File: src/hw/sdsw_consts.vh
// Purpose: Constants for the servo drive status word block.
// Assumes: 25 MHz system clock, 32-bit register port.
// Notes: Byte offsets are word aligned; bit positions index the status word.
`ifndef SDSW_CONSTS_VH
`define SDSW_CONSTS_VH

// ---------------------------------------------------------------
// Clock and servo update timing
// ---------------------------------------------------------------
`define SDSW_CLK_MHZ 25
`define SDSW_UPDATE_US 250
`define SDSW_UPDATE_CYCLES (`SDSW_UPDATE_US * `SDSW_CLK_MHZ)

// ---------------------------------------------------------------
// Register byte offsets
// ---------------------------------------------------------------
`define SDSW_ADDR_W 8
`define SDSW_OFS_STATUS 8'h00
`define SDSW_OFS_VEL_WINDOW 8'h04
`define SDSW_OFS_STILL_WINDOW 8'h08
`define SDSW_OFS_VEL_THRESH 8'h0C
`define SDSW_OFS_TORQUE_LIMIT 8'h10
`define SDSW_OFS_VEL_LIMIT 8'h14
`define SDSW_OFS_LOCK_TOL 8'h18
`define SDSW_OFS_POWER_THRESH 8'h1C
`define SDSW_OFS_LOW_VEL_THRESH 8'h20
`define SDSW_OFS_HIGH_VEL_THRESH 8'h24

// ---------------------------------------------------------------
// Configuration reset values
// ---------------------------------------------------------------
`define SDSW_RST_CFG 32'h00000000
`define SDSW_RST_STATUS 32'h00000000

// ---------------------------------------------------------------
// Status word bit positions
// ---------------------------------------------------------------
`define SDSW_BIT_SERVO_ACT 0
`define SDSW_BIT_POWER_ACT 1
`define SDSW_BIT_SHUTDOWN 2
`define SDSW_BIT_TUNING 3
`define SDSW_BIT_HOME_IN 6
`define SDSW_BIT_CAPT1_IN 7
`define SDSW_BIT_CAPT2_IN 8
`define SDSW_BIT_POS_TRAVEL 9
`define SDSW_BIT_NEG_TRAVEL 10
`define SDSW_BIT_ENABLE_IN 11
`define SDSW_BIT_ACCEL_LIM 12
`define SDSW_BIT_ABS_HOMED 13
`define SDSW_BIT_VEL_LOCK 16
`define SDSW_BIT_ZERO_SPEED 17
`define SDSW_BIT_BELOW_LEVEL 18
`define SDSW_BIT_TORQUE_LIM 19
`define SDSW_BIT_SPEED_LIM 21
`define SDSW_BIT_POS_LOCK 22
`define SDSW_BIT_POWER_LIM 23
`define SDSW_BIT_LOW_LEVEL 25
`define SDSW_BIT_HIGH_LEVEL 26

`endif

File: src/hw/sdsw_status.v
// Purpose: Builds the 32-bit drive status word of one servo axis and serves it with its
//          comparison limits over a simple register port.
// Assumes: All inputs synchronous to clk_sys; quantities are signed two's complement.
// Notes: Comparator and state bits refresh on the servo update tick; input mirrors
//        follow their pins every clock.
`include "sdsw_consts.vh"

// Functional notes
// RULE1: Bit 0 shows servo loops enabled.
// RULE2: Bit 1 shows power stage active.
// RULE3: Bit 2 shows axis in shutdown.
// RULE4: Bit 3 shows tuning or hookup test.
// RULE5: Bit 6 mirrors home input level.
// RULE6: Bits 7, 8 mirror capture inputs.
// RULE7: Bit 9 mirrors positive travel limit.
// RULE8: Bit 10 mirrors negative travel limit.
// RULE9: Bit 11 mirrors enable input.
// RULE10: Bit 12 acceleration command exceeds limit.
// RULE11: Bit 13 set on absolute home done.
// RULE12: Bit 13 cleared by defaults or home.
// RULE13: Bit 16 velocity error within window.
// RULE14: Bit 17 feedback within standstill window.
// RULE15: Bit 18 feedback below velocity threshold.
// RULE16: Torque flag when command exceeds limit.
// RULE17: Bit 21 velocity command exceeds limit.
// RULE18: Bit 22 position error within tolerance.
// RULE19: Power flag when power exceeds threshold.
// RULE20: Reserved bits always read zero.
// RULE21: Update per servo tick; reset clears. Bit 13 and mirror bits 11:6 update every clock; reset leaves bits 11:6 live.
module sdsw_status #(
   parameter UPDATE_CYCLES = `SDSW_UPDATE_CYCLES
) (
   input wire clk_sys,
   input wire sys_rst,
   input wire [7:0] reg_addr,
   input wire [31:0] reg_wdata,
   input wire reg_wr,
   input wire reg_rd,
   output reg [31:0] reg_rdata,
   input wire servo_active,
   input wire power_active,
   input wire shutdown_state,
   input wire tuning_test_active,
   input wire homing_switch_level,
   input wire capture_one_level,
   input wire capture_two_level,
   input wire pos_travel_limit_level,
   input wire neg_travel_limit_level,
   input wire enable_input_level,
   input wire abs_home_done,
   input wire config_defaults,
   input wire home_performed,
   input wire [31:0] vel_feedback,
   input wire [31:0] vel_command,
   input wire [31:0] accel_command,
   input wire [31:0] torque_command,
   input wire [31:0] pos_error,
   input wire [31:0] supplied_power,
   output reg [31:0] axis_state_word,
   output reg update_tick
);

   // ---------------------------------------------------------------
   // Helpers
   // ---------------------------------------------------------------
   // Magnitude of a signed word; the most negative value maps to 2^31, which still fits.
   function [31:0] mag;
      input [31:0] v;
      begin
         mag = v[31] ? (~v + 32'h00000001) : v;
      end
   endfunction

   // ---------------------------------------------------------------
   // Servo update interval divider
   // ---------------------------------------------------------------
   reg [31:0] tick_count;

   always @(posedge clk_sys) begin
      if (sys_rst) begin
         tick_count <= 32'h00000000;
         update_tick <= 1'b0;
      end else if (tick_count >= UPDATE_CYCLES - 1) begin
         tick_count <= 32'h00000000;
         update_tick <= 1'b1; // [RULE21]
      end else begin
         tick_count <= tick_count + 32'h00000001;
         update_tick <= 1'b0;
      end
   end

   // ---------------------------------------------------------------
   // Configuration registers
   // ---------------------------------------------------------------
   reg [31:0] vel_window;
   reg [31:0] still_window;
   reg [31:0] vel_thresh;
   reg [31:0] torque_limit;
   reg [31:0] vel_limit;
   reg [31:0] lock_tol;
   reg [31:0] power_thresh;
   reg [31:0] low_vel_thresh;
   reg [31:0] high_vel_thresh;

   always @(posedge clk_sys) begin
      if (sys_rst) begin
         vel_window <= `SDSW_RST_CFG;
         still_window <= `SDSW_RST_CFG;
         vel_thresh <= `SDSW_RST_CFG;
         torque_limit <= `SDSW_RST_CFG;
         vel_limit <= `SDSW_RST_CFG;
         lock_tol <= `SDSW_RST_CFG;
         power_thresh <= `SDSW_RST_CFG;
         low_vel_thresh <= `SDSW_RST_CFG;
         high_vel_thresh <= `SDSW_RST_CFG;
      end else if (reg_wr) begin
         case (reg_addr)
            `SDSW_OFS_VEL_WINDOW: vel_window <= reg_wdata;
            `SDSW_OFS_STILL_WINDOW: still_window <= reg_wdata;
            `SDSW_OFS_VEL_THRESH: vel_thresh <= reg_wdata;
            `SDSW_OFS_TORQUE_LIMIT: torque_limit <= reg_wdata;
            `SDSW_OFS_VEL_LIMIT: vel_limit <= reg_wdata;
            `SDSW_OFS_LOCK_TOL: lock_tol <= reg_wdata;
            `SDSW_OFS_POWER_THRESH: power_thresh <= reg_wdata;
            `SDSW_OFS_LOW_VEL_THRESH: low_vel_thresh <= reg_wdata;
            `SDSW_OFS_HIGH_VEL_THRESH: high_vel_thresh <= reg_wdata;
            default: ;
         endcase
      end
   end

   // ---------------------------------------------------------------
   // Comparators
   // ---------------------------------------------------------------
   wire [32:0] vel_err;
   wire [32:0] vel_err_mag;
   wire [31:0] fb_mag;

   // The error is taken one bit wider so that opposite full-scale values cannot wrap.
   assign vel_err = {vel_feedback[31], vel_feedback} - {vel_command[31], vel_command};
   assign vel_err_mag = vel_err[32] ? (~vel_err + 33'h000000001) : vel_err;
   assign fb_mag = mag(vel_feedback);

   wire cmp_vel_lock = vel_err_mag <= {1'b0, vel_window}; // [RULE13]
   wire cmp_zero_speed = fb_mag <= still_window; // [RULE14]
   wire cmp_below_level = fb_mag < vel_thresh; // [RULE15]
   wire cmp_torque = mag(torque_command) > torque_limit; // [RULE16]
   wire cmp_speed_lim = mag(vel_command) > vel_limit; // [RULE17]
   // Acceleration is compared against the velocity limit setting, as the axis defines it.
   wire cmp_accel = mag(accel_command) > vel_limit; // [RULE10]
   wire cmp_pos_lock = mag(pos_error) <= lock_tol; // [RULE18]
   wire cmp_power = mag(supplied_power) > power_thresh; // [RULE19]
   wire cmp_low_level = fb_mag < low_vel_thresh;
   wire cmp_high_level = fb_mag > high_vel_thresh;

   // ---------------------------------------------------------------
   // Absolute reference flag
   // ---------------------------------------------------------------
   // Tracked every clock so that a completion or clear event between ticks is not lost;
   // a completion arriving with a clearing event wins.
   reg abs_homed_flag;

   always @(posedge clk_sys) begin
      if (sys_rst) begin
         abs_homed_flag <= 1'b0;
      end else if (abs_home_done) begin
         abs_homed_flag <= 1'b1; // [RULE11]
      end else if (config_defaults || home_performed) begin
         abs_homed_flag <= 1'b0; // [RULE12]
      end
   end

   // ---------------------------------------------------------------
   // Status word assembly
   // ---------------------------------------------------------------
   reg [31:0] next_word;

   always @* begin
      next_word = axis_state_word;
      if (update_tick) begin
         next_word[`SDSW_BIT_SERVO_ACT] = servo_active; // [RULE1]
         next_word[`SDSW_BIT_POWER_ACT] = power_active; // [RULE2]
         next_word[`SDSW_BIT_SHUTDOWN] = shutdown_state; // [RULE3]
         next_word[`SDSW_BIT_TUNING] = tuning_test_active; // [RULE4]
         next_word[`SDSW_BIT_ACCEL_LIM] = cmp_accel; // [RULE10]
         next_word[`SDSW_BIT_VEL_LOCK] = cmp_vel_lock; // [RULE13]
         next_word[`SDSW_BIT_ZERO_SPEED] = cmp_zero_speed; // [RULE14]
         next_word[`SDSW_BIT_BELOW_LEVEL] = cmp_below_level; // [RULE15]
         next_word[`SDSW_BIT_TORQUE_LIM] = cmp_torque; // [RULE16]
         next_word[`SDSW_BIT_SPEED_LIM] = cmp_speed_lim; // [RULE17]
         next_word[`SDSW_BIT_POS_LOCK] = cmp_pos_lock; // [RULE18]
         next_word[`SDSW_BIT_POWER_LIM] = cmp_power; // [RULE19]
         next_word[`SDSW_BIT_LOW_LEVEL] = cmp_low_level;
         next_word[`SDSW_BIT_HIGH_LEVEL] = cmp_high_level;
      end
      next_word[`SDSW_BIT_ABS_HOMED] = abs_homed_flag; // [RULE11]
      // Pin mirrors follow every clock; they carry live levels and are not held by reset.
      next_word[`SDSW_BIT_HOME_IN] = homing_switch_level; // [RULE5]
      next_word[`SDSW_BIT_CAPT1_IN] = capture_one_level; // [RULE6]
      next_word[`SDSW_BIT_CAPT2_IN] = capture_two_level; // [RULE6]
      next_word[`SDSW_BIT_POS_TRAVEL] = pos_travel_limit_level; // [RULE7]
      next_word[`SDSW_BIT_NEG_TRAVEL] = neg_travel_limit_level; // [RULE8]
      next_word[`SDSW_BIT_ENABLE_IN] = enable_input_level; // [RULE9]
      next_word[5:4] = 2'h0; // [RULE20]
      next_word[15:14] = 2'h0; // [RULE20]
      next_word[20] = 1'b0; // [RULE20]
      next_word[24] = 1'b0; // [RULE20]
      next_word[31:27] = 5'h00; // [RULE20]
   end

   always @(posedge clk_sys) begin
      if (sys_rst) begin
         axis_state_word[5:0] <= 6'h00; // [RULE21]
         axis_state_word[31:12] <= 20'h00000; // [RULE21]
      end else begin
         axis_state_word[5:0] <= next_word[5:0];
         axis_state_word[31:12] <= next_word[31:12];
      end
      axis_state_word[11:6] <= next_word[11:6];
   end

   // ---------------------------------------------------------------
   // Register read port
   // ---------------------------------------------------------------
   always @(posedge clk_sys) begin
      if (sys_rst || !reg_rd) begin
         reg_rdata <= 32'h00000000;
      end else begin
         case (reg_addr)
            `SDSW_OFS_STATUS: reg_rdata <= axis_state_word;
            `SDSW_OFS_VEL_WINDOW: reg_rdata <= vel_window;
            `SDSW_OFS_STILL_WINDOW: reg_rdata <= still_window;
            `SDSW_OFS_VEL_THRESH: reg_rdata <= vel_thresh;
            `SDSW_OFS_TORQUE_LIMIT: reg_rdata <= torque_limit;
            `SDSW_OFS_VEL_LIMIT: reg_rdata <= vel_limit;
            `SDSW_OFS_LOCK_TOL: reg_rdata <= lock_tol;
            `SDSW_OFS_POWER_THRESH: reg_rdata <= power_thresh;
            `SDSW_OFS_LOW_VEL_THRESH: reg_rdata <= low_vel_thresh;
            `SDSW_OFS_HIGH_VEL_THRESH: reg_rdata <= high_vel_thresh;
            default: reg_rdata <= 32'h00000000;
         endcase
      end
   end

endmodule // sdsw_status

File: config.mk
export PLATFORM = sky130hd
export DESIGN_NAME = sdsw_status
export DESIGN_NICKNAME = d
export VERILOG_FILES = /design/src/hw/sdsw_status.v
export VERILOG_INCLUDE_DIRS = /design/src /design/src/hw
export SDC_FILE = /design/constraint.sdc
export NUM_CORES = 2
export LEC_CHECK = 0
export ABC_CLOCK_PERIOD_IN_PS = 5190
export BUFFER_PORTS_ARGS = -buffer_cell sky130_fd_sc_hd__buf_2
export CAP_MARGIN = 10
export CORE_MARGIN = 5
export CORE_UTILIZATION = 56
export CTS_BUF_LIST = sky130_fd_sc_hd__clkbuf_8
export DETAILED_ROUTE_END_ITERATION = 10
export GPL_TIMING_DRIVEN = 0
export PLACE_DENSITY = 0.8
export SYNTH_ARGS = -nofsm -noshare
export SYNTH_HDL_FRONTEND = slang
export SYNTH_SLANG_ARGS = --single-unit
File: constraint.sdc
create_clock -name clk_sys -period 5.19 [get_ports clk_sys]
set_clock_uncertainty 0.15 [all_clocks]
set_input_delay 0.2595 -clock clk_sys [delete_from_list [all_inputs] [get_ports clk_sys]]
set_output_delay 0.2595 -clock clk_sys [all_outputs]
set_load 0.005 [all_outputs]
Word-level counts from Yosys, hierarchy flattened
Index checks and enable logic that the tools add are counted.
- flip-flop bits (word level): 386
- input port bits: 249
- output and inout port bits: 65
- word-level logic and storage cells: 78
- $add $sub $neg: 9
- $lt $le $gt $ge: 11
- equal/unequal tests: 9
- muxes and demuxes: 11
- bitwise operators: 7
- reductions and logical operators: 15
- operators by type and width (cell ; count):
    $pmux 32 s10 ; 1
    $add 32x1->32 const B ; 7
    $mux 32 ; 6
    $not 32->32 ; 6
    $gt 32x32->1 ; 5
    $le 32x32->1 ; 2
    $lt 32x32->1 ; 2
    $add 33x1->33 const B ; 1
    $le 33x32->1 ; 1
    $mux 33 ; 1
    $not 33->33 ; 1
    $sub 32x32->33 ; 1
    $eq 8x5->1 const B ; 4
    $ge 32x13->1 const B ; 1
    $reduce_and 2->1 ; 9
    $eq 8x4->1 const B ; 2
    $eq 8x6->1 const B ; 2
    $eq 8x3->1 const B ; 1
    $logic_not 8->1 ; 1
    $mux 1 ; 3
    $logic_or 1x1->1 ; 2
    $reduce_bool 2->1 ; 1
    $reduce_or 2->1 ; 1
    $logic_not 1->1 ; 1

Depth between registers and ports, before layout
- depth after elaboration: 5
- mapped depth: 24
- mapped depth without buffers: 23

Worst setup path before layout
OpenSTA, ideal clock, no wires.
- path type: input to register
- from: input port vel_feedback[0]
- to: register axis_state_word[16]
- setup time: 0.115 ns
- arrival: 4.590 ns
- data required time: 4.925 ns
- setup slack: 0.335 ns
- stages: 24
- buffers on the path: 1
- path through: inv_1 ha_1 fa_1 nor2b_1 o31a_1 o22ai_1 o31a_1 a21oi_1 o21ai_0 a41oi_1 clkbuf_1 nor2_1 xnor2_1 ha_1 nand4_1 nor2_1 nor2_1 a2111oi_0 a211oi_1 o21ai_0 a21oi_1 o311ai_0 nand2_1 o21a_1
- longest elaborated chain between the ends: 5
- ends and longest elaborated chain (item ; RTL line ; source):
    start, declared ; sdsw_status.v:53 ; input wire [31:0] vel_feedback,
    $sub 32x32->33 * ; sdsw_status.v:140 ; assign vel_err = {vel_feedback[31], vel_feedback} - {vel_command[31], vel_command};
    $not 33->33 ; sdsw_status.v:141 ; assign vel_err_mag = vel_err[32] ? (~vel_err + 33'h000000001) : vel_err;
    $add 33x1->33 ; sdsw_status.v:141 ;
    $mux 33 * ; sdsw_status.v:141 ;
    $le 33x32->1 * ; sdsw_status.v:144 ; wire cmp_vel_lock = vel_err_mag <= {1'b0, vel_window};
    end signal, assigned ; sdsw_status.v:217 ; axis_state_word[31:12] <= next_word[31:12];
    end, declared ; sdsw_status.v:59 ; output reg [31:0] axis_state_word,
Mark *: on every way between the ends. The rest lies on a longest branch, timed or not.
A chain may end at the register's enable or synchronous reset.

Final worst setup path
Ends and elaborated chain as after synthesis.

==> flow_summary.json <==
{
  "grt.met3_usage_pct": 10.59,
  "setup_viol": 1,
  "period_needed_ns": 5.204,
  "worstHoldPathCells": 2,
  "seqPwrFrac_pct": 37.8,
  "fill_cells": 4466,
  "final_core_util_pct": 65.05,
  "grt_pass1_wl_mm": 166.3,
  "synth_edf_count": 0,
  "p_int_mw": 5.258,
  "synth_seq_cells": 375,
  "row_count": 82,
  "worst_setup_path_start_kind": "input port",
  "fin_area_sq_um": 32640,
  "rsz0062_at_grt": "true",
  "track_usage_pct": 38.28,
  "path_max_fanout": 10,
  "syn_area_per_cell_sq_um": 7.482,
  "fp.dieW_microns": 235.3,
  "critPathKind": "in -> reg",
  "drive_gt1_share_pct": 9.850,
  "antenna_left": 0,
  "max-cap-violations": 0,
  "p_comb_share_pct": 25.9,
  "ys_types": 70,
  "cp.arrival_ns": 5.64,
  "clk_latency_ns": 0.72,
  "grt_overflow": 0,
  "crit_top_cell": "nor2_1",
  "drc_errors": 0,
  "grt.busiest_layer": "met2",
  "peakVddDrop_uv": 240.0,
  "hold_viol": 0,
  "nNetsFinal": 4821,
  "cts_tree": "done",
  "r2r_cells": 12,
  "dp_cells": 4770,
  "syn_to_final_growth_pct": 14.81,
  "placed_cell_area_sq_um": 30750,
  "sw_frac_of_total_pct": 32.21,
  "power.density_nw_per_um2": 237.7,
  "clock_sinks": 375,
  "p_sw_mw": 2.499,
  "cp_num_buf_inv": 4,
  "wirelength_mm": 113.7,
  "hold_path_class": "in -> reg",
  "htree_num_levels": 2,
  "hpwl_mm": 89.86,
  "cts_buffers": 61,
  "min_period_over_period_pct": 100.3,
  "grt_pass1_vias": 28164,
  "clkTransAtPathRegs_ns": 0.07,
  "failed_checks": "setup timing",
  "critPathCaptureType": "flop",
  "syn-instance-count": 3799,
  "use_met1_pct": 50.28,
  "synthFlopType": "dfxtp_1",
  "grt_max_degree": 18,
  "outcome": "finished with violations",
  "drt-initial-drc-count": 4815,
  "slew-limit-headroom_pct": 23.62,
  "io_pins": 314,
  "syn_area_sq_um": 28430,
  "yosysWarningCount": 0,
  "yosysSeqAreaShare_pct": 26.41,
  "port_buffers": 268,
  "gr-usage-met2_pct": 56.81,
  "seq_area_sq_um": 7507,
  "multi_input_area_sq_um": 19000,
  "wl_per_cell_microns": 23.05,
  "cts_root_buffer": "clkbuf_8",
  "cp_slowest_cell": "a2111oi_0",
  "stdcell_count": 4931,
  "dr.pass1.iters": 8,
  "p_clk_share_pct": 36.3,
  "cp.depth": 26,
  "clock.fmax_mhz": 192.1,
  "fin_setup_tns_ns": -0.01443,
  "worst_slew_pin_slew_ns": 1.146,
  "p_leak_nw": 11.88,
  "ys_async_sr_fraction_pct": 0,
  "core_area_sq_um": 50170,
  "die_y_microns": 235.3,
  "die-area_sq_um": 55370,
  "clock_path_buffers": 3,
  "worst_ep_required_time_ns": 5.62,
  "finalPower_mw": 7.757,
  "timing.final.max_slew_violations": 0,
  "max_stage_delay_ns": 0.53,
  "antenna_found_initial": 6,
  "vias": 30822,
  "gp_congestion": 1.083,
  "worst_slack_ns": -0.01443,
  "start_util_pct": 56.66,
  "critical-path-top-delay-family": "compound AO/OA/AOI/OAI gates",
  "viasPerCell": 6.251
}
-- worst reg2reg max path, cell delays in order (launching register included) --
cell	delay [ns]
dfxtp_1	0.46
inv_1	0.07
ha_1	0.30
nor2b_1	0.14
o21a_1	0.16
o21a_1	0.17
o21a_1	0.16
o21a_1	0.16
o21ai_0	0.17
a21oi_1	0.18
o211ai_1	0.39
o2111ai_1	0.18
a311oi_1	0.27
-- per-stage QoR --
stage	setup WS, ns	hold slack (ns)
2_1_floorplan	0.3351	0.1372
3_3_place_gp	-1.290	0.2119
3_5_place_dp	-1.329	0.2133
4_1_cts	0.05487	0.01974
5_1_grt	-0.1094	0.03777
6_report	-0.01443	0.03969
-- routing by layer --
| metal | up-vias | part of all wire [%] | wire, microns |
|---|---|---|---|
| li1 | 13995 | - | - |
| met1 | 14314 | 39 | 44070 |
| met2 | 2074 | 41 | 47070 |
| met3 | 437 | 13 | 14570 |
| met4 | 2 | 7.0 | 7932 |
| met5 | - | 0.018 | 20 |
-- synth_stat cells, types with 4 or more instances --
cell type / number / area share, %
and2_0: 5 / 0.11
nand3b_1: 5 / 0.13
ha_1: 360 / 16
or4_1: 21 / 0.55
o21bai_1: 4 / 0.11
xor2_1: 29 / 0.89
nor4b_1: 4 / 0.12
mux2i_1: 39 / 1.4
nand2b_1: 51 / 1.1
buf_4: 11 / 0.29
a222oi_1: 21 / 0.74
o21a_1: 27 / 0.71
a22oi_1: 48 / 1.3
or2_2: 15 / 0.33
or4_4: 4 / 0.16
nand4_1: 81 / 1.8
a21oi_1: 414 / 7.3
dfxtp_1: 375 / 26
clkbuf_1: 188 / 2.5
nor2b_1: 55 / 1.2
o211ai_1: 17 / 0.45
nor4_1: 20 / 0.44
o21ai_0: 175 / 3.1
a31oi_1: 39 / 0.86
o2111ai_1: 4 / 0.12
nor2_1: 109 / 1.4
nand2_1: 743 / 9.8
a221oi_1: 32 / 0.99
inv_1: 343 / 4.5
o31ai_1: 55 / 1.5
nand3_1: 25 / 0.44
o41ai_1: 21 / 0.65
nor3_1: 41 / 0.72
and4_1: 6 / 0.18
xnor2_1: 215 / 6.6
a21o_1: 86 / 2.3
a211oi_1: 9 / 0.24
and3_1: 17 / 0.37
buf_1: 6 / 0.079
or3_1: 29 / 0.64
-- layout make-up --
class / instances / share of cell area [%]
clock inverters: 30 / 0.7936
well taps: 672 / 2.576
diodes: 5 / 0.03834
repair buffers: 320 / 5.690
inverters: 343 / 3.945
plain buffers: 206 / 2.538
clock buffers: 76 / 3.205
multi-input cells: 2904 / 58.21
flip-flops and latches: 375 / 23.00
-- cells by family (layout without fill, tap and decap cells) --
logic type,after synthesis,in the layout,share of synthesized area (%)
and+or+nand+nor,1244,1244,19.98
AOI/OAI and AO/OA,986,986,21.37
buffers and inverters,549,975,7.421
DFF,375,375,26.41
adders and majority gates,361,361,15.92
xor gates and xnor gates,244,244,7.518
muxes,39,39,1.373
other,1,35,0.01319
-- state kept, by name, indices dropped and copies added (netlist names) --
signal           cells
high_vel_thresh     32
axis_state_word     21
abs_homed_flag       1
update_tick          1
torque_limit        32
vel_limit           32
vel_thresh          32
tick_count          32
still_window        32
low_vel_thresh      32
vel_window          32
power_thresh        32
lock_tol            32
reg_rdata           32
-- cells in the final DEF, fill, tap and decap left out, types with 47 or more instances in the layout --
master,n
ha_1,360
dfxtp_1,375
nand2_1,743
o21ai_0,174
a22oi_1,48
buf_2,269
nor2b_1,55
o31ai_1,55
xnor2_1,215
nor2_1,108
a21oi_1,413
nand2b_1,51
inv_1,360
clkbuf_8,76
clkbuf_1,185
nand4_1,81
a21o_1,86
dlygate4sd3_1,47
-- power groups by stage --
| stage | clock network (mW) | registers [mW] | logic [mW] |
|---|---|---|---|
| after floorplan | 0 | 2.98 | 1.30 |
| after global placement | 0 | 2.99 | 1.84 |
| after detailed placement | 0 | 2.99 | 1.88 |
| after CTS | 2.80 | 2.93 | 1.94 |
| after global routing | 2.93 | 2.93 | 2.21 |
| final | 2.82 | 2.93 | 2.01 |
-- timing repair --
item / CTS / global route
buffers inserted: 1 / 2
hold endpoints to repair: 291 / 0
resized for setup: 5 / 13
pin swaps: 1 / 1
hold buffers: 47 / 0
endpoints found under the setup margin: 1 / 2
-- path summary, 6_finish.rpt --
kind / start / end / slack [ns]
min: homing_switch_level / axis_state_word[6] / 0.04
max reg2reg: lock_tol[1] / axis_state_word[22] / 2.10
max: vel_feedback[0] / axis_state_word[16] / -0.01
min reg2reg: high_vel_thresh[28] / high_vel_thresh[28] / 0.32
Note: power is estimated with default switching activity, not from simulation.
